--- src/inc/ougc_pkg.sv ---
`default_nettype none
package ougc_pkg;
  // Address map geometry
  localparam int unsigned ADDR_W        = 8;
  localparam int unsigned DATA_W        = 8;
  localparam int unsigned NUM_CHAN      = 8;
  localparam int unsigned CODE_W        = 3;
  localparam int unsigned SRC_W         = 4;
  localparam int unsigned LEGACY_REGS   = 8;
  // Global window base and register offsets
  localparam logic [7:0] OFS_SUMMARY    = 8'h80;
  localparam logic [7:0] OFS_CODES_LOW  = 8'h81;
  localparam logic [7:0] OFS_CODES_MID  = 8'h82;
  localparam logic [7:0] OFS_CODES_HIGH = 8'h83;
  localparam logic [7:0] OFS_TIMER_CMD  = 8'h84;
  localparam logic [7:0] OFS_TIMER_RSVD = 8'h85;
  localparam logic [7:0] OFS_TIMER_LOW  = 8'h86;
  localparam logic [7:0] OFS_TIMER_HIGH = 8'h87;
  localparam logic [7:0] OFS_SAMPLE_8X  = 8'h88;
  localparam logic [7:0] OFS_SAMPLE_4X  = 8'h89;
  localparam logic [7:0] OFS_SOFT_RST   = 8'h8A;
  localparam logic [7:0] OFS_SLEEP_EN   = 8'h8B;
  localparam logic [7:0] OFS_REVISION   = 8'h8C;
  localparam logic [7:0] OFS_PART_ID    = 8'h8D;
  localparam logic [7:0] OFS_BCAST      = 8'h8E;
  // Offset of the interrupt status register inside a channel window
  localparam logic [3:0] CH_OFS_IRQ_STATUS = 4'h2;
  // Reset values, all-asleep sleep enable pattern and timer pending read value
  localparam logic [7:0]  RST_BYTE      = 8'h00;
  localparam logic [15:0] RST_COUNT     = 16'h0000;
  localparam logic [7:0]  SLEEP_ALL     = 8'hFF;
  localparam logic [7:0]  TIMER_PEND_RD = 8'h01;
  // Source codes
  localparam logic [2:0] CODE_NONE      = 3'h0;
  localparam logic [2:0] CODE_RX        = 3'h1;
  localparam logic [2:0] CODE_RX_TMO    = 3'h2;
  localparam logic [2:0] CODE_TX_EMPTY  = 3'h3;
  localparam logic [2:0] CODE_MODEM     = 3'h4;
  localparam logic [2:0] CODE_TIMER     = 3'h7;
  // Source vector bit positions from a channel core
  localparam int unsigned SRC_RX        = 0;
  localparam int unsigned SRC_RX_TMO    = 1;
  localparam int unsigned SRC_TX_EMPTY  = 2;
  localparam int unsigned SRC_MODEM     = 3;
  // Timer commands
  localparam logic [3:0] TCMD_IRQ_ON    = 4'h1;
  localparam logic [3:0] TCMD_IRQ_OFF   = 4'h2;
endpackage : ougc_pkg
`default_nettype wire

--- src/rtl/ougc_regs.sv ---
// Behaviour
// - Decode 8-bit address into 256-byte space
// - Channel n owns 16 bytes at n*16
// - Low eight channel registers stay legacy compatible
// - Global registers at 0x80-0x8F, no banking
// - Summary register: bit n set when channel pending
// - Summary clears when servicing register is read
// - Three registers pack 3-bit codes contiguously
// - Summary and code registers reset to zero
// - Channel contributions gated by channel interrupt enables
// - Timer masked by command, wake-up by sleep enable
// - Wake-up interrupt only after all eight slept
// - Timer command, reserved byte, count low/high
// - Per-channel 8x/4x select, otherwise 16x sampling
// - Write-only soft reset, bit n resets channel
// - Read/write sleep enable, bit per channel
// - Bit 0 broadcasts channel writes to all
// - Fixed revision and identification, writes ignored
// - Codes: none, rx, timeout, tx, modem, reserved
// - Code 111 timer only on channel 0, cleared by read
// - Timer command reads 0x01 while timer pending
`default_nettype none
module ougc_regs #(
  parameter int unsigned       NUM_CHAN = 8,      // Channel count, only 8 is served
  parameter logic [7:0]        REVISION = 8'h01,  // Arbitrary revision value
  parameter logic [7:0]        PART_ID  = 8'h5A   // Arbitrary identification value
) (
  input  wire logic                   clk_sys,
  input  wire logic                   rst_n,
  // Host parallel bus
  input  wire logic                   hostCs,
  input  wire logic                   hostRd,
  input  wire logic                   hostWr,
  input  wire logic [7:0]             hostAddr,
  input  wire logic [7:0]             hostWrData,
  output logic      [7:0]             hostRdData,
  // Channel core access
  output logic      [3:0]             chanOffset,
  output logic      [7:0]             chanWrData,
  output logic      [NUM_CHAN-1:0]    chanWrStrobe,
  output logic      [NUM_CHAN-1:0]    chanRdStrobe,
  input  wire logic [NUM_CHAN*8-1:0]  chanRdData,
  // Channel interrupt state
  input  wire logic [NUM_CHAN*4-1:0]  chanSrcPend,
  input  wire logic [NUM_CHAN*4-1:0]  chanSrcEnable,
  input  wire logic [NUM_CHAN-1:0]    chanAsleep,
  input  wire logic [NUM_CHAN-1:0]    chanWake,
  // Channel controls
  output logic      [NUM_CHAN-1:0]    chanSample8x,
  output logic      [NUM_CHAN-1:0]    chanSample4x,
  output logic      [NUM_CHAN-1:0]    chanSample16x,
  output logic      [NUM_CHAN-1:0]    chanSoftReset,
  output logic      [NUM_CHAN-1:0]    chanSleepEnable,
  // Timer engine
  output logic      [3:0]             timerCmd,
  output logic                        timerCmdValid,
  output logic      [15:0]            timerCount,
  input  wire logic                   timerTimeout
);

  // Field layout assumes exactly eight channels of 16 bytes
  if (NUM_CHAN != ougc_pkg::NUM_CHAN) begin : gChanCheck
    $error("ougc_regs serves exactly eight channels");
  end

  // Bus qualifiers
  wire logic       rdTake;                    // Read access this cycle
  wire logic       wrTake;                    // Write access this cycle
  wire logic       chanHit;                   // Address in channel space
  wire logic       globHit;                   // Address in global window
  wire logic [2:0] chanIdx;                   // Selected channel
  wire logic [NUM_CHAN-1:0] chanOneHot;       // Channel select one-hot

  assign rdTake  = hostCs & hostRd;
  assign wrTake  = hostCs & hostWr;
  // Upper half split: A7 low is channels, A7 high with A6:A4 zero is global
  assign chanHit = ~hostAddr[7];
  assign globHit = hostAddr[7] & (hostAddr[6:4] == 3'h0);
  assign chanIdx = hostAddr[6:4];
  assign chanOneHot = 8'h01 << chanIdx;

  // Control, interrupt state and read return registers
  logic [7:0]  sample8x_reg;                  // 8x select per channel
  logic [7:0]  sample8x_next;
  logic [7:0]  sample4x_reg;                  // 4x select per channel
  logic [7:0]  sample4x_next;
  logic [7:0]  sleepEn_reg;                   // Sleep enable per channel
  logic [7:0]  sleepEn_next;
  logic        bcast_reg;                     // Broadcast write enable
  logic        bcast_next;
  logic [15:0] count_reg;                     // Timer reload value
  logic [15:0] count_next;
  logic [7:0]  softRst_reg;                   // One-cycle reset pulses
  logic [7:0]  softRst_next;
  logic [3:0]  tCmd_reg;                      // Last command issued
  logic [3:0]  tCmd_next;
  logic        tCmdValid_reg;                 // Command strobe
  logic        tCmdValid_next;
  logic        timerIrqEn_reg;                // Timer interrupt mask
  logic        timerIrqEn_next;
  logic        timerPend_reg;                 // Timer interrupt pending
  logic        timerPend_next;
  logic        allSlept_reg;                  // Every channel had slept
  logic        allSlept_next;
  logic [7:0]  wakePend_reg;                  // Wake-up indicator per channel
  logic [7:0]  wakePend_next;
  logic [7:0]  summary_reg;                   // Channel summary image
  logic [7:0]  summary_next;
  logic [23:0] codes_reg;                     // Packed source codes
  logic [23:0] codes_next;
  logic [7:0]  rdData_reg;                    // Host read return
  logic [7:0]  rdData_next;

  // Global register write decode and timer command read decode
  wire logic wr8x;
  wire logic wr4x;
  wire logic wrSleep;
  wire logic wrBcast;
  wire logic wrCntLow;
  wire logic wrCntHigh;
  wire logic wrSoftRst;
  wire logic wrTimerCmd;
  wire logic rdTimerCmd;

  assign wr8x       = wrTake & globHit & (hostAddr == ougc_pkg::OFS_SAMPLE_8X);
  assign wr4x       = wrTake & globHit & (hostAddr == ougc_pkg::OFS_SAMPLE_4X);
  assign wrSleep    = wrTake & globHit & (hostAddr == ougc_pkg::OFS_SLEEP_EN);
  assign wrBcast    = wrTake & globHit & (hostAddr == ougc_pkg::OFS_BCAST);
  assign wrCntLow   = wrTake & globHit & (hostAddr == ougc_pkg::OFS_TIMER_LOW);
  assign wrCntHigh  = wrTake & globHit & (hostAddr == ougc_pkg::OFS_TIMER_HIGH);
  assign wrSoftRst  = wrTake & globHit & (hostAddr == ougc_pkg::OFS_SOFT_RST);
  assign wrTimerCmd = wrTake & globHit & (hostAddr == ougc_pkg::OFS_TIMER_CMD);
  assign rdTimerCmd = rdTake & globHit & (hostAddr == ougc_pkg::OFS_TIMER_CMD);

  // Next values of the control registers; other bytes of the window hold none
  assign sample8x_next = wr8x ? hostWrData : sample8x_reg;
  assign sample4x_next = wr4x ? hostWrData : sample4x_reg;
  assign sleepEn_next  = wrSleep ? hostWrData : sleepEn_reg;
  assign bcast_next    = wrBcast ? hostWrData[0] : bcast_reg;
  assign count_next    = {wrCntHigh ? hostWrData : count_reg[15:8],
                          wrCntLow  ? hostWrData : count_reg[7:0]};
  // Pulses last one cycle, then fall back to zero
  assign softRst_next  = wrSoftRst ? hostWrData : ougc_pkg::RST_BYTE;
  assign tCmd_next     = wrTimerCmd ? hostWrData[3:0] : tCmd_reg;
  assign tCmdValid_next = wrTimerCmd;

  // Timer mask follows the enable and disable commands only
  assign timerIrqEn_next = (wrTimerCmd && hostWrData[3:0] == ougc_pkg::TCMD_IRQ_ON)  ? 1'b1 :
                           (wrTimerCmd && hostWrData[3:0] == ougc_pkg::TCMD_IRQ_OFF) ? 1'b0 :
                           timerIrqEn_reg;

  // Time-out arriving with a read of the command register still counts
  assign timerPend_next = (timerTimeout & timerIrqEn_reg) |
                          (timerPend_reg & ~rdTimerCmd);

  // Remember that the whole device went to sleep; the first wake ends it
  wire logic allAsleepNow;
  assign allAsleepNow  = (&chanAsleep) & (sleepEn_reg == ougc_pkg::SLEEP_ALL);
  assign allSlept_next = allAsleepNow ? 1'b1 : ((|chanWake) ? 1'b0 : allSlept_reg);

  // Channel access: reads go to the addressed core, writes may fan out
  assign chanOffset   = hostAddr[3:0];
  assign chanWrData   = hostWrData;
  assign chanRdStrobe = (rdTake & chanHit) ? chanOneHot : 8'h00;
  assign chanWrStrobe = (wrTake & chanHit) ? (bcast_reg ? 8'hFF : chanOneHot) : 8'h00;

  // Reading a channel's status register retires its wake-up indicator
  wire logic [7:0] isrRead;
  assign isrRead = (chanOffset == ougc_pkg::CH_OFS_IRQ_STATUS) ? chanRdStrobe : 8'h00;

  // Per-channel interrupt aggregation
  genvar gi;
  for (gi = 0; gi < NUM_CHAN; gi++) begin : gChan
    wire logic [3:0] srcLive;                 // Enabled pending sources
    wire logic [2:0] code;                    // Highest-priority code
    wire logic       timerHere;               // Timer lands on channel 0 only
    wire logic       wakeSet;                 // Qualified wake-up event

    // Channel enables gate every source the core reports
    assign srcLive = chanSrcPend[gi*4 +: 4] & chanSrcEnable[gi*4 +: 4];
    assign timerHere = (gi == 0) ? timerPend_reg : 1'b0;
    // Priority: rx first, timer last; wake-up shows code zero
    assign code = srcLive[ougc_pkg::SRC_RX]       ? ougc_pkg::CODE_RX :
                  srcLive[ougc_pkg::SRC_RX_TMO]   ? ougc_pkg::CODE_RX_TMO :
                  srcLive[ougc_pkg::SRC_TX_EMPTY] ? ougc_pkg::CODE_TX_EMPTY :
                  srcLive[ougc_pkg::SRC_MODEM]    ? ougc_pkg::CODE_MODEM :
                  timerHere                       ? ougc_pkg::CODE_TIMER :
                  ougc_pkg::CODE_NONE;

    // Wake-up counts only after all channels slept and when this one may sleep
    assign wakeSet = chanWake[gi] & allSlept_reg & sleepEn_reg[gi];
    // Set wins over the clear of a simultaneous status read
    assign wakePend_next[gi] = wakeSet | (wakePend_reg[gi] & ~isrRead[gi]);

    // Summary follows live state, so servicing reads clear it one cycle after the pending bit clears
    assign summary_next[gi] = (|srcLive) | timerHere | wakePend_reg[gi];
    assign codes_next[gi*3 +: 3] = code;
  end

  // Read data selection
  wire logic [7:0] chanRdSel;                 // Addressed channel byte
  wire logic [7:0] globRdSel;                 // Addressed global byte
  assign chanRdSel = chanRdData[chanIdx*8 +: 8];

  assign globRdSel =
    (hostAddr == ougc_pkg::OFS_SUMMARY)    ? summary_reg :
    (hostAddr == ougc_pkg::OFS_CODES_LOW)  ? codes_reg[7:0] :
    (hostAddr == ougc_pkg::OFS_CODES_MID)  ? codes_reg[15:8] :
    (hostAddr == ougc_pkg::OFS_CODES_HIGH) ? codes_reg[23:16] :
    (hostAddr == ougc_pkg::OFS_TIMER_CMD)  ?
      (timerPend_reg ? ougc_pkg::TIMER_PEND_RD : ougc_pkg::RST_BYTE) :
    (hostAddr == ougc_pkg::OFS_TIMER_RSVD) ? ougc_pkg::RST_BYTE :
    (hostAddr == ougc_pkg::OFS_TIMER_LOW)  ? count_reg[7:0] :
    (hostAddr == ougc_pkg::OFS_TIMER_HIGH) ? count_reg[15:8] :
    (hostAddr == ougc_pkg::OFS_SAMPLE_8X)  ? sample8x_reg :
    (hostAddr == ougc_pkg::OFS_SAMPLE_4X)  ? sample4x_reg :
    (hostAddr == ougc_pkg::OFS_SLEEP_EN)   ? sleepEn_reg :
    (hostAddr == ougc_pkg::OFS_REVISION)   ? REVISION :
    (hostAddr == ougc_pkg::OFS_PART_ID)    ? PART_ID :
    (hostAddr == ougc_pkg::OFS_BCAST)      ? {7'h00, bcast_reg} :
    ougc_pkg::RST_BYTE;                       // Soft reset and 0x8F read zero

  // Hold last read data between reads; unmapped space reads zero
  assign rdData_next = ~rdTake ? rdData_reg :
                       chanHit ? chanRdSel :
                       globHit ? globRdSel :
                       ougc_pkg::RST_BYTE;

  // Configuration flops
  always_ff @(posedge clk_sys or negedge rst_n) begin
    if (!rst_n) begin
      sample8x_reg <= ougc_pkg::RST_BYTE;
      sample4x_reg <= ougc_pkg::RST_BYTE;
      sleepEn_reg  <= ougc_pkg::RST_BYTE;
      bcast_reg    <= 1'b0;
      count_reg    <= ougc_pkg::RST_COUNT;
    end else begin
      sample8x_reg <= sample8x_next;
      sample4x_reg <= sample4x_next;
      sleepEn_reg  <= sleepEn_next;
      bcast_reg    <= bcast_next;
      count_reg    <= count_next;
    end
  end

  // Command and pulse flops
  always_ff @(posedge clk_sys or negedge rst_n) begin
    if (!rst_n) begin
      softRst_reg    <= ougc_pkg::RST_BYTE;
      tCmd_reg       <= 4'h0;
      tCmdValid_reg  <= 1'b0;
      timerIrqEn_reg <= 1'b0;
    end else begin
      softRst_reg    <= softRst_next;
      tCmd_reg       <= tCmd_next;
      tCmdValid_reg  <= tCmdValid_next;
      timerIrqEn_reg <= timerIrqEn_next;
    end
  end

  // Interrupt state flops, all clear at reset
  always_ff @(posedge clk_sys or negedge rst_n) begin
    if (!rst_n) begin
      timerPend_reg <= 1'b0;
      allSlept_reg  <= 1'b0;
      wakePend_reg  <= ougc_pkg::RST_BYTE;
      summary_reg   <= ougc_pkg::RST_BYTE;
      codes_reg     <= 24'h000000;
    end else begin
      timerPend_reg <= timerPend_next;
      allSlept_reg  <= allSlept_next;
      wakePend_reg  <= wakePend_next;
      summary_reg   <= summary_next;
      codes_reg     <= codes_next;
    end
  end

  // Read return flop
  always_ff @(posedge clk_sys or negedge rst_n) begin
    if (!rst_n) begin
      rdData_reg <= ougc_pkg::RST_BYTE;
    end else begin
      rdData_reg <= rdData_next;
    end
  end

  // Outputs
  assign hostRdData      = rdData_reg;
  assign chanSample8x    = sample8x_reg;
  assign chanSample4x    = sample4x_reg;
  // Neither select leaves the channel at 16x
  assign chanSample16x   = ~(sample8x_reg | sample4x_reg);
  assign chanSoftReset   = softRst_reg;
  assign chanSleepEnable = sleepEn_reg;
  assign timerCmd        = tCmd_reg;
  assign timerCmdValid   = tCmdValid_reg;
  assign timerCount      = count_reg;

endmodule : ougc_regs
`default_nettype wire

--- config.mk ---
export PLATFORM = sky130hd
export DESIGN_NAME = ougc_regs
export DESIGN_NICKNAME = d
export VERILOG_FILES = /design/src/inc/ougc_pkg.sv /design/src/rtl/ougc_regs.sv
export SDC_FILE = /design/constraint.sdc
export NUM_CORES = 1
export LEC_CHECK = 0
export CELL_PAD_IN_SITES_DETAIL_PLACEMENT = 1
export CELL_PAD_IN_SITES_GLOBAL_PLACEMENT = 1
export CORE_ASPECT_RATIO = 0.7
export CORE_MARGIN = 2
export CORE_UTILIZATION = 33
export DETAILED_ROUTE_END_ITERATION = 10
export DONT_BUFFER_PORTS = 1
export PLACE_DENSITY_LB_ADDON = 0.1
export SKIP_LAST_GASP = 1
export SYNTH_ARGS = -nofsm -noshare
export SYNTH_HDL_FRONTEND = slang
export SYNTH_SLANG_ARGS = --single-unit
export TNS_END_PERCENT = 50
--- constraint.sdc ---
create_clock -name clk_sys -period 1.7 [get_ports clk_sys]
set_clock_uncertainty 0.15 [all_clocks]
set_input_delay 0.17 -clock clk_sys [delete_from_list [all_inputs] [get_ports clk_sys]]
set_output_delay 0.17 -clock clk_sys [all_outputs]
set_load 0.005 [all_outputs]
=== Yosys cells after proc, flatten, opt, wreduce, memory -nomap -nowiden ===
Cells that the tools add are included.

* Register bits: 105
* Latch bits: 0
* Bits in writable memories: 0
* Memory bits (read-only): 0
* Input bits: 166
* Output and inout bits: 97
* Word-level logic and storage cells: 192
* Memories kept: 0

* Add/sub/neg operators: 0
* Multipliers: 0
* Div/mod/pow operators: 0
* $lt $le $gt $ge: 0
* Equal/unequal tests: 19
* Shift-type cells: 2
* Muxes and demuxes: 59
* Bitwise operators: 81
* Reductions and logical operators: 15

{| class="wikitable"
|+ Operators by type and width
! kind !! number
|-
| $mux 8 || 18
|-
| $eq 8x8->1 const B || 16
|-
| $mux 3 || 33
|-
| $shiftx 64x7->8 || 1
|-
| $and 1x1->1 || 43
|-
| $and 4x4->4 || 8
|-
| $reduce_or 4->1 || 8
|-
| $or 1x1->1 || 18
|-
| $mux 7 || 2
|-
| $not 1->1 || 10
|-
| $eq 4x2->1 const B || 2
|-
| $not 8->8 || 1
|-
| $or 8x8->8 || 1
|-
| $reduce_and 8->1 || 1
|-
| $reduce_or 8->1 || 1
|-
| $shl 1x3->8 const A || 1
|-
| $mux 1 || 6
|-
| $eq 4x1->1 const B || 1
|-
| $reduce_bool 2->1 || 2
|-
| $logic_not 3->1 || 1
|-
| $logic_and 1x1->1 || 2
|}

=== Logic depth before layout (Yosys ltp) ===
Gate-level depths: netlist of the first run.

* Depth after elaboration: 17
* Depth in mapped cells: 7
* Gate-level depth less buffers: 5

=== Worst setup path before layout of the first run ===
OpenSTA, ideal clock, no wires.

* Kind: input to register
* Start point: in hostAddr[5]
* End point: reg sleepEn_reg[1] (netlist: chanSleepEnable[1])
* Setup time: 125 ps
* Arrival: 1859 ps
* Required time: 1425 ps
* Slack: -434 ps
* Stages on the path: 6
* Buffers on the path: 2
* Path through: clkbuf_1 or4b_4 or3_1 buf_6 nor2_8 mux2_2

* Longest elaborated chain between the ends: 4
* Elaborated cells on any way between the ends: 5
* Those cells by class: 1 x eq/ne; 3 x bitwise; 1 x reduce/logical

{| class="wikitable"
|+ Ends and longest elaborated chain
! item !! RTL line !! RTL
|-
| start, declared || ougc_regs.sv:34 || <nowiki>input wire logic [7:0] hostAddr,</nowiki>
|-
| $logic_not 3->1 || ougc_regs.sv:78 || <nowiki>assign globHit = hostAddr[7] & (hostAddr[6:4] == 3'h0);</nowiki>
|-
| $and 1x1->1 || ougc_regs.sv:78 ||
|-
| $and 1x1->1 || ougc_regs.sv:127 || <nowiki>assign wrSleep = wrTake & globHit & (hostAddr == ougc_pkg::OFS_SLEEP_EN);</nowiki>
|-
| $and 1x1->1 * || ougc_regs.sv:127 ||
|-
| end signal, assigned || ougc_regs.sv:234 || <nowiki>sleepEn_reg <= ougc_pkg::RST_BYTE;</nowiki>
|-
| end signal, assigned || ougc_regs.sv:240 || <nowiki>sleepEn_reg <= sleepEn_next;</nowiki>
|-
| end, declared || ougc_regs.sv:87 || <nowiki>logic [7:0] sleepEn_reg;</nowiki>
|}

Mark *: on every way between the ends. The rest lies on a longest branch, timed or not.
A chain may end at the register's enable or synchronous reset.

=== Worst setup path after layout of the first run ===
* Start point: in hostAddr[4]
* End point: reg sample8x_reg[6] (netlist: chanSample8x[6])

* Longest elaborated chain between the ends: 4
* Elaborated cells on any way between the ends: 5
* Those cells by class: 1 x eq/ne; 3 x bitwise; 1 x reduce/logical

{| class="wikitable"
|+ Ends and longest elaborated chain
! item !! RTL line !! RTL
|-
| $logic_not 3->1 || ougc_regs.sv:78 ||
|-
| $and 1x1->1 || ougc_regs.sv:78 ||
|-
| $and 1x1->1 || ougc_regs.sv:125 || <nowiki>assign wr8x = wrTake & globHit & (hostAddr == ougc_pkg::OFS_SAMPLE_8X);</nowiki>
|-
| $and 1x1->1 * || ougc_regs.sv:125 ||
|-
| end signal, assigned || ougc_regs.sv:232 || <nowiki>sample8x_reg <= ougc_pkg::RST_BYTE;</nowiki>
|-
| end signal, assigned || ougc_regs.sv:238 || <nowiki>sample8x_reg <= sample8x_next;</nowiki>
|-
| end, declared || ougc_regs.sv:83 || <nowiki>logic [7:0] sample8x_reg;</nowiki>
|}

Marks and branches as above.

==> impl_metrics.sql, run 1 <==
INSERT INTO impl_metrics (metric_group, metric, value, unit) VALUES
('final_layout', 'finish.cell_count_without_fillers', '928', ''),
('final_layout', 'antenna-diode-count', '0', ''),
('yosys', 'dominant_register_cell_in_the_synthesized_netlist', 'dfrtp_1', ''),
('setup_path', 'worst_ep_required_time', '1.80', 'ns'),
('yosys', 'synth_enable_flop_cells', '0', ''),
('yosys', 'ys_seq_area_share', '45.0', '%'),
('setup_path', 'series_of_cell_instances_along_the_critical_path', 'or4b_4, or3_4, nor2_8, mux2_2', ''),
('status', 'run_status', 'finished with violations', ''),
('timing', 'max_freq', '0.583', 'GHz'),
('route', 'firstDrtPassIters', '5', ''),
('grt', 'use_met1', '33.8', '%'),
('power_and_ir_drop', 'cellPowerDensity', '731', 'nW/um2'),
('timing', 'final.setup.worst_slack', '-0.0154', 'ns'),
('status', 'failing_checks', 'negative hold slack, negative setup slack', ''),
('yosys', 'post_synth_xor_area_fraction', '0', '%'),
('setup_path', 'worstSetupEndpointType', 'flip-flop', ''),
('route', 'routed-via-count', '5242', ''),
('floorplan', 'floorplan.die_area', '18800', 'um2'),
('route', 'vias_per_cell', '5.65', ''),
('floorplan', 'core_region_area', '17300', 'um2'),
('timing', 'number_of_max_slew_violations_in_the_final_report', '0', ''),
('yosys', 'syn_inst', '568', ''),
('setup_path', 'regToRegStartpoint', 'chanSleepEnable[4]', ''),
('final_layout', 'final.fill_count', '1911', ''),
('timing', 'timing.final.hold_violations', '106', ''),
('grt', 'gr-usage-met3', '5.70', '%'),
('setup_path', 'crit_path_max_fanout', '32', ''),
('setup_path', 'rr_worst_depth', '3', ''),
('timing', 'whs', '-0.651', 'ns'),
('yosys', 'postSynthAreaPerCell', '10.3', 'um2'),
('timing', 'final-setup-viol-count', '6', ''),
('final_layout', 'area_delta_synth_final', '34.0', '%'),
('grt', 'grt_remaining_overflow', '0', ''),
('grt', 'largest_net_degree_at_the_start_of_global_routing', '106', ''),
('clocking', 'cts.root.buffer_cell', 'clkbuf_16', ''),
('yosys', 'proportion_of_synthesized_area_in_mux_cells', '16.3', '%'),
('floorplan', 'start_util', '33.8', '%'),
('route', 'drcViolationCount', '0', ''),
('clocking', 'ctsHtreeMaxLevel', '3', ''),
('yosys', 'synth.lib_cells_used.distinct', '56', ''),
('placed_design', 'post-dp-hpwl', '16400', 'um'),
('clocking', 'worst_setup_hold_path_clk_slew', '0.07', 'ns'),
('grt', 'antenna_found_initial', '1', ''),
('final_layout', 'layout_cell_share_with_drive_strength_beyond_1', '22.1', '%'),
('setup_path', 'worstPathArrival', '1.81', 'ns'),
('power_and_ir_drop', 'cellLeakagePower', '3.45', 'nW'),
('final_layout', 'multi_input_combinational_cell_area', '3160', 'um2'),
('clocking', 'clk_latency', '0.37', 'ns'),
('setup_path', 'critical_path.slowest_cell', 'or4b_4', ''),
('yosys', 'synth_compound_area_share', '14.1', '%'),
('final_layout', 'most-common-layout-cells', 'dfrtp_1 (105), dlygate4sd3_1 (104), nor2_1 (63)', ''),
('grt', 'met2_usage', '40.4', '%'),
('grt', 'first_global_vias', '5559', ''),
('floorplan', 'die_height', '115', 'um'),
('setup_path', 'rrSetupSlack', '0.04', 'ns'),
('floorplan', 'std_cell_rows', '40', ''),
('clocking', 'tritoncts', 'yes', ''),
('yosys', 'synth-seq-cells', '105', ''),
('floorplan', 'io-pin-count', '263', ''),
('timing', 'timing_worst_slew_pin_value', '0.485', 'ns'),
('route', 'drt_wl_total', '23300', 'um'),
('timing', 'tmin_final', '1.72', 'ns'),
('grt', 'global_route_wire_length_before_repair', '34600', 'um'),
('final_layout', 'num-nets-final', '859', ''),
('timing', 'rsz0062_at_grt', 'true', ''),
('timing', 'totalNegativeSetupSlack', '-0.0639', 'ns'),
('route', 'detail-route-antenna-nets', '0', ''),
('yosys', 'post_synthesis_share_of_cell_area_spent_on_full_adders_half_adders_and_majority_gates', '0', '%'),
('route', 'avgRoutedWirePerCell', '25.1', 'um'),
('power_and_ir_drop', 'vdd_drop_max', '0.000422', 'V'),
('yosys', 'syn-num-nets', '734', '');
how the worst max path moves through the flow:
stage	cells after the start	slack, ns	endpoint	from
after global placement	5	-0.39	chanSample8x[7]	hostAddr[4]
final	4	-0.02	chanSample8x[6]	hostAddr[4]
after floorplan	6	-0.34	chanSleepEnable[1]	hostAddr[6]
after detailed placement	5	-0.41	chanSample4x[7]	hostAddr[4]
after CTS	5	-0.02	chanSample4x[7]	hostAddr[5]
after global routing	5	-0.05	hostRdData[6]	codes_reg[14]
where the power goes:
group	internal [mW]	switching, mW	leakage (nW)
sequential	2.60	0.0901	1.40
clock	1.24	1.00	0.155
combinational	0.442	0.347	1.90
layout make-up:
type,instances,share of cell area (%)
multi-input cells,419,40.3
clock inverters,4,0.751
repair buffers,156,18.3
inverters,2,0.0959
well taps,231,3.69
clock buffers,11,3.23
flip-flops and latches,105,33.6
per-layer routing:
| layer | vias up | wire length (um) |
|---|---|---|
| met5 | - | 0 |
| met4 | 0 | 371 |
| met3 | 21 | 1490 |
| met2 | 197 | 11000 |
| met1 | 2705 | 10500 |
| li1 | 2319 | - |
Yosys cell counts (4+ instances only):
cell type	n	area (um2)
a211oi_1	7	52.6
a21boi_0	6	45.0
a21oi_1	31	155
a22oi_1	9	67.6
a32o_1	8	80.1
and2_1	10	62.6
buf_1	5	18.8
buf_4	12	90.1
clkbuf_1	21	78.8
dfrtp_1	105	2630
mux2_2	47	529
mux2i_1	14	140
mux4_2	12	270
nand2_1	59	221
nand2b_1	10	62.6
nand3_1	12	60.1
nand4_1	5	31.3
nand4b_1	8	70.1
nor2_1	64	240
nor2_8	5	100
nor2b_1	18	113
nor3_1	7	35.0
nor4_1	5	31.3
o211ai_1	5	37.5
o21ai_0	23	115
o221ai_1	7	61.3
o22ai_1	7	43.8
o32ai_1	4	35.0
or2_2	4	25.0
timing repair:
item | 4_1_cts | 5_1_grt
resized for setup | 4 | 24
hold buffers | 103 | 1
setup endpoints to repair | 19 | 51
pin swaps | 2 | 7
setup buffers | 0 | 5
hold endpoints to repair | 206 | 106
worst max-delay path: cells and delay by family:
kind / cells / cell delay, ns
mux: 1 / 0.36
simple gates: 3 / 1.28
metrics by stage:
stage	hold WS [ns]	util [%]	setup slack (ns)	power (mW)	instance area (um2)
2_1_floorplan	-0.276	-	-0.340	3.16	5930
3_3_place_gp	-0.271	36.7	-0.390	3.26	6340
3_5_place_dp	-0.271	36.7	-0.412	3.27	6340
4_1_cts	-0.663	44.6	-0.0195	5.74	7700
5_1_grt	-0.666	45.3	-0.0528	5.94	7830
6_report	-0.651	45.3	-0.0154	5.72	7830
cell families after synthesis:
logic type	Yosys count
simple gates	222
compound gates	123
flops	105
mux	74
buf+inv	44
Power figures use the tool's default switching activity.
==> inputs of run 2 (changes only) <==
Settings changed: SKIP_CTS_REPAIR_TIMING set to 1.
==> run 2 against run 1 <==
Net effect:
- the run still ends with negative hold slack, negative setup slack left
- flip-flop and latch count unchanged
- power increased by 0.16%
- register-to-register slack improved by 0.02 ns
- global-route usage decreased by 2.4 points
- first-iteration DRC count increased by 6.8%
- critical endpoint is now chanSample4x[5]
- largest cell class unchanged
- highest routed layer is now met5
==> impl_metrics.sql, run 2 (same netlist as run 1, synthesis figures left out) <==
INSERT INTO impl_metrics (metric_group, metric, value, unit) VALUES
('status', 'run_status', 'finished with violations', ''),
('status', 'failing_checks', 'negative hold slack, negative setup slack', ''),
('final_layout', 'layout_cell_share_with_drive_strength_beyond_1', '20.9', '%'),
('setup_path', 'cp.buffers_inverters', '1', ''),
('grt', 'antenna_found_initial', '3', ''),
('clocking', 'clk_path_buf_depth', '2', ''),
('grt', 'grt_remaining_overflow', '0', ''),
('placed_design', 'post-dp-hpwl', '16400', 'um'),
('clocking', 'worst_setup_hold_path_clk_slew', '0.07', 'ns'),
('floorplan', 'floorplan.die_area', '18800', 'um2'),
('clocking', 'clk_latency', '0.37', 'ns'),
('timing', 'number_of_max_slew_violations_in_the_final_report', '0', ''),
('timing', 'final.setup.worst_slack', '-0.0493', 'ns'),
('setup_path', 'worst_setup_path_start_kind', 'input pin', ''),
('final_layout', 'most-common-layout-cells', 'dfrtp_1 (105), dlygate4sd3_1 (104), nor2_1 (63)', ''),
('timing', 'timing.final.hold_violations', '107', ''),
('timing', 'max_freq', '0.572', 'GHz'),
('final_layout', 'largest_register_ffs', '24', ''),
('setup_path', 'critical_path.top_delay_family', 'simple AND/OR/NAND/NOR gates', ''),
('clocking', 'numCtsBuffers', '9', ''),
('power_and_ir_drop', 'share_seq_of_total_power', '47.0', '%'),
('final_layout', 'post_route_utilization', '44.9', '%'),
('placed_design', 'pre_cts_ws', '-0.412', 'ns'),
('timing', 'final_min_period_over_clock_period', '103', '%'),
('placed_design', 'dpl_cell_area', '6340', 'um2'),
('timing', 'totalNegativeSetupSlack', '-0.379', 'ns'),
('grt', 'track_usage', '22.5', '%'),
('placed_design', 'globalplace.congestion', '0.847', ''),
('power_and_ir_drop', 'internal_power', '4.29', 'mW'),
('final_layout', 'num-nets-final', '855', ''),
('timing', 'whs', '-0.651', 'ns'),
('timing', 'slew_headroom', '69.2', '%'),
('grt', 'largest_net_degree_at_the_start_of_global_routing', '106', ''),
('route', 'drcViolationCount', '0', ''),
('power_and_ir_drop', 'cellPowerDensity', '739', 'nW/um2'),
('final_layout', 'final_area', '7750', 'um2'),
('setup_path', 'critical_path.slowest_cell', 'or4b_4', ''),
('floorplan', 'core_region_area', '17300', 'um2'),
('power_and_ir_drop', 'pwr-share-comb', '13.8', '%'),
('setup_path', 'worstSetupEndpointType', 'flip-flop', ''),
('clocking', 'ctsHtreeMaxLevel', '3', ''),
('route', 'drt_wl_total', '23200', 'um'),
('power_and_ir_drop', 'power_switching', '1.44', 'mW'),
('grt', 'global_route_wire_length_before_repair', '31100', 'um'),
('run', 'drv_cap', '0', ''),
('clocking', 'tritoncts', 'yes', ''),
('timing', 'timing_worst_slew_pin_value', '0.461', 'ns'),
('setup_path', 'worstPathArrival', '1.85', 'ns'),
('route', 'detail-route-antenna-nets', '0', ''),
('clocking', 'cts.root.buffer_cell', 'clkbuf_16', ''),
('floorplan', 'start_util', '33.8', '%'),
('setup_path', 'crit_path_max_fanout', '34', ''),
('power_and_ir_drop', 'power.switching_fraction', '25.2', '%'),
('floorplan', 'die_height', '115', 'um'),
('timing', 'final-setup-viol-count', '12', ''),
('timing', 'rsz0062_at_grt', 'true', ''),
('final_layout', 'final_common_cell', 'dfrtp_1', ''),
('floorplan', 'std_cell_rows', '40', ''),
('placed_design', 'io_buffers', '0', ''),
('power_and_ir_drop', 'vdd_drop_max', '0.000412', 'V'),
('route', 'routed-via-count', '5195', ''),
('worst_hold_path', 'min-delay-path-class', 'input pin to async pin', ''),
('power_and_ir_drop', 'cellLeakagePower', '3.41', 'nW'),
('setup_path', 'series_of_cell_instances_along_the_critical_path', 'or4b_4, or3_4, buf_8, nor2_8, mux2_2', ''),
('clocking', 'cts_num_sinks', '105', ''),
('route', 'firstDrtPassIters', '5', ''),
('floorplan', 'chipWidth', '163', 'um'),
('final_layout', 'area_delta_synth_final', '32.7', '%'),
('timing', 'tmin_final', '1.75', 'ns'),
('grt', 'first_global_vias', '4992', ''),
('power_and_ir_drop', 'clock_power_share', '39.2', '%'),
('setup_path', 'worst_ep_required_time', '1.80', 'ns'),
('setup_path', 'slowest_delay', '0.58', 'ns'),
('route', 'avgRoutedWirePerCell', '25.1', 'um'),
('route', 'drt_iter0_drc', '391', ''),
('power_and_ir_drop', 'report.power.total', '5.73', 'mW'),
('route', 'vias_per_cell', '5.61', ''),
('floorplan', 'io-pin-count', '263', ''),
('setup_path', 'timing_worst_setup_path_type', 'input pin to flip-flop', '');
run 2: cell count changes in the layout (fill, tap and decap cells not counted), moves of 2 or more:
cell and delta:
mux2_4 -8, mux2_2 +7, diode_2 +2, buf_4 -4
run 2: path summary, 6_finish.rpt:
check | from | endpoint | slack, ns | cells after the start
worst max register to register | allSlept_reg | wakePend_reg[6] | 0.06 | 2
worst max-delay path | hostAddr[5] | chanSample4x[5] | -0.05 | 5
worst min register to register | wakePend_reg[5] | wakePend_reg[5] | 0.37 | 1
max in group asynchronous | rst_n | summary_reg[0] | 1.91 | 0
worst min-delay path | rst_n | chanSoftReset[7] | -0.65 | 0
min in group clk_sys | hostAddr[3] | hostRdData[3] | -0.01 | 3
run 2: metrics by stage:
stage	hold WS [ns]	cells
2_1_floorplan	-0.276	568
3_3_place_gp	-0.271	805
3_5_place_dp	-0.271	805
4_1_cts	-0.663	820
5_1_grt	-0.666	926
6_report	-0.651	926
run 2: per-layer routing:
metal  global-route usage [%]  routed length (um)  up-vias
met5                        0                  13        -
met4                     7.61                 395        2
met3                     6.31                1640       26
met2                     34.2               10900      212
met1                     31.0               10200     2648
li1                         -                   -     2307
run 2: final cells by class:
cell class / instances / area [um2]
fillers: 1915 / 9510
multi-input cells: 419 / 3110
flip-flops and latches: 105 / 2630
repair buffers: 152 / 1410
well taps: 231 / 289
clock buffers: 11 / 253
clock inverters: 4 / 58.8
inverters: 2 / 7.51
diodes: 2 / 5.00
run 2: power by group through the flow:
stage | registers [mW] | logic, mW | clock network (mW)
after floorplan | 2.70 | 0.457 | 0
after global placement | 2.74 | 0.516 | 0
after detailed placement | 2.74 | 0.530 | 0
after CTS | 2.69 | 0.532 | 2.29
after global routing | 2.71 | 0.857 | 2.39
final | 2.69 | 0.792 | 2.25
==> inputs of run 3 (changes only) <==
Settings changed: PLACE_DENSITY set to 0.68, PLACE_DENSITY_LB_ADDON 0.1 to not set, SKIP_LAST_GASP 1 to not set, TNS_END_PERCENT 50 to not set.
==> run 3 against run 2 <==
Net effect:
- power down 1.0%
- first-iteration DRC count is the same
- wire length decreased by 1.1%
- hold slack better by 0.0019 ns
- the flow still finishes with violations (negative hold slack, negative setup slack)
- critical path depth unchanged
- cell count fell by 1.5%
- sequential share of layout area is 0.24 points higher
- highest routed layer is now met4
- sequential power barely moved
- utilization decreased by 0.32 points
- critical path type unchanged
- via count about the same
- non-clock buffer count down 14
- clock power shrank 3%
==> impl_metrics.sql, run 3 (same netlist as run 1, synthesis figures left out) <==
INSERT INTO impl_metrics (metric_group, metric, value, unit) VALUES
('status', 'run_status', 'finished with violations', ''),
('status', 'failing_checks', 'negative hold slack, negative setup slack', ''),
('grt', 'global_route_wire_length_before_repair', '30400', 'um'),
('clocking', 'tritoncts', 'yes', ''),
('setup_path', 'rr_endpoint', 'hostRdData[7]', ''),
('timing', 'tmin_final', '1.72', 'ns'),
('timing', 'slew_headroom', '67.8', '%'),
('floorplan', 'chipWidth', '163', 'um'),
('floorplan', 'io-pin-count', '263', ''),
('route', 'firstDrtPassIters', '6', ''),
('worst_hold_path', 'min-delay-path-class', 'input pin to async pin', ''),
('setup_path', 'crit_path_max_fanout', '32', ''),
('floorplan', 'die_height', '115', 'um'),
('setup_path', 'timing_worst_setup_path_type', 'input pin to flip-flop', ''),
('setup_path', 'worst_ep_required_time', '1.80', 'ns'),
('setup_path', 'rrSetupSlack', '0', 'ns'),
('clocking', 'ctsHtreeMaxLevel', '3', ''),
('clocking', 'cts_num_sinks', '105', ''),
('final_layout', 'num-nets-final', '841', ''),
('setup_path', 'critical_path.slowest_cell', 'or4b_4', ''),
('clocking', 'worst_setup_hold_path_clk_slew', '0.08', 'ns'),
('setup_path', 'critPathLaunch', 'hostAddr[4]', ''),
('timing', 'final-setup-viol-count', '8', ''),
('setup_path', 'slowest_delay', '0.56', 'ns'),
('placed_design', 'post-dp-hpwl', '16400', 'um'),
('final_layout', 'final_common_cell', 'dfrtp_1', ''),
('timing', 'final.setup.worst_slack', '-0.0202', 'ns'),
('route', 'avgRoutedWirePerCell', '25.2', 'um'),
('clocking', 'numCtsBuffers', '9', ''),
('run', 'drv_cap', '0', ''),
('timing', 'number_of_max_slew_violations_in_the_final_report', '0', ''),
('clocking', 'clk_path_buf_depth', '2', ''),
('final_layout', 'most-common-layout-cells', 'dfrtp_1 (105), dlygate4sd3_1 (99), nor2_1 (60)', ''),
('setup_path', 'rr_worst_depth', '4', ''),
('timing', 'timing.final.hold_violations', '110', ''),
('grt', 'antenna_found_initial', '3', ''),
('power_and_ir_drop', 'report.power.total', '5.68', 'mW'),
('setup_path', 'worstPathArrival', '1.82', 'ns'),
('timing', 'timing_worst_slew_pin_value', '0.481', 'ns'),
('route', 'drt_wl_total', '23000', 'um'),
('power_and_ir_drop', 'vdd_drop_max', '0.000506', 'V'),
('final_layout', 'area_delta_synth_final', '31.8', '%'),
('setup_path', 'series_of_cell_instances_along_the_critical_path', 'or4b_4, or3_4, buf_8, nor2_8, mux2_4', ''),
('grt', 'first_global_vias', '4889', ''),
('floorplan', 'start_util', '33.8', '%'),
('placed_design', 'io_buffers', '0', ''),
('final_layout', 'post_route_utilization', '44.6', '%'),
('timing', 'rsz0062_at_grt', 'true', ''),
('route', 'detail-route-antenna-nets', '0', ''),
('route', 'drt_iter0_drc', '391', ''),
('route', 'vias_per_cell', '5.70', ''),
('setup_path', 'worstSetupEndpointType', 'flip-flop', ''),
('setup_path', 'regToRegStartpoint', 'chanSample4x[7]', ''),
('final_layout', 'layout_cell_share_with_drive_strength_beyond_1', '20.6', '%'),
('clocking', 'cts.root.buffer_cell', 'clkbuf_16', ''),
('floorplan', 'std_cell_rows', '40', ''),
('grt', 'track_usage', '22.0', '%'),
('placed_design', 'globalplace.congestion', '0.847', ''),
('final_layout', 'largest_register_ffs', '24', ''),
('power_and_ir_drop', 'cellLeakagePower', '3.36', 'nW'),
('grt', 'grt_remaining_overflow', '0', ''),
('timing', 'final_min_period_over_clock_period', '101', '%'),
('route', 'routed-via-count', '5200', ''),
('setup_path', 'endpoint', 'chanSample8x[5]', ''),
('setup_path', 'worst_setup_path_start_kind', 'input pin', ''),
('floorplan', 'core_region_area', '17300', 'um2'),
('power_and_ir_drop', 'cellPowerDensity', '737', 'nW/um2'),
('floorplan', 'floorplan.die_area', '18800', 'um2'),
('grt', 'largest_net_degree_at_the_start_of_global_routing', '106', ''),
('clocking', 'clk_latency', '0.36', 'ns'),
('route', 'drcViolationCount', '0', ''),
('timing', 'whs', '-0.649', 'ns'),
('timing', 'max_freq', '0.581', 'GHz');
run 3: layout make-up:
| cell class | instances | area [um2] |
|---|---|---|
| fillers | 1893 | 9570 |
| repair buffers | 138 | 1300 |
| diodes | 1 | 2.50 |
| flip-flops and latches | 105 | 2630 |
| clock inverters | 7 | 88.8 |
| multi-input cells | 419 | 3160 |
| well taps | 231 | 289 |
| inverters | 2 | 7.51 |
| clock buffers | 9 | 225 |
run 3: per-layer routing:
| layer | GRT usage (%) | up-vias | share of wire (%) |
|---|---|---|---|
| li1 | - | 2288 | - |
| met1 | 30.7 | 2638 | 43 |
| met2 | 32.6 | 252 | 46 |
| met3 | 8.12 | 22 | 10 |
| met4 | 4.72 | 0 | 1.1 |
| met5 | 0 | - | 0 |
run 3: worst min-delay path by stage:
stage                     depth (start not counted)  startpoint  slack, ns                  to
after CTS                                         0       rst_n      -0.66       timerCount[3]
after global placement                            0       rst_n      -0.27       timerCmdValid
final                                             0       rst_n      -0.65       hostRdData[3]
after floorplan                                   0       rst_n      -0.28        allSlept_reg
after detailed placement                          0       rst_n      -0.27      timerIrqEn_reg
after global routing                              0       rst_n      -0.66  gChan[0].timerHere
run 3: metrics by stage:
step	setup slack (ns)	TNS, ns	cell area, um2	cells
finish	-0.0202	-0.0707	7700	912
global route	-0.0899	-0.578	7700	912
CTS	-0.152	-0.154	6630	812
detailed placement	-0.380	-17.12	6310	796
global placement	-0.360	-16.64	6310	796
floorplan	-0.340	-15.60	5960	568
run 3: critical path: cells and delay by family:
family,cells,cell delay [ns]
buffers and inverters,1,0.16
and+or+nand+nor,3,1.14
muxes,1,0.33
run 3: report_power, final:
part | switching [mW] | total (mW) | internal (mW)
clock | 1.12 | 2.19 | 1.07
combinational | 0.344 | 0.775 | 0.431
sequential | 0.103 | 2.71 | 2.60
total | 1.57 | 5.68 | 4.11
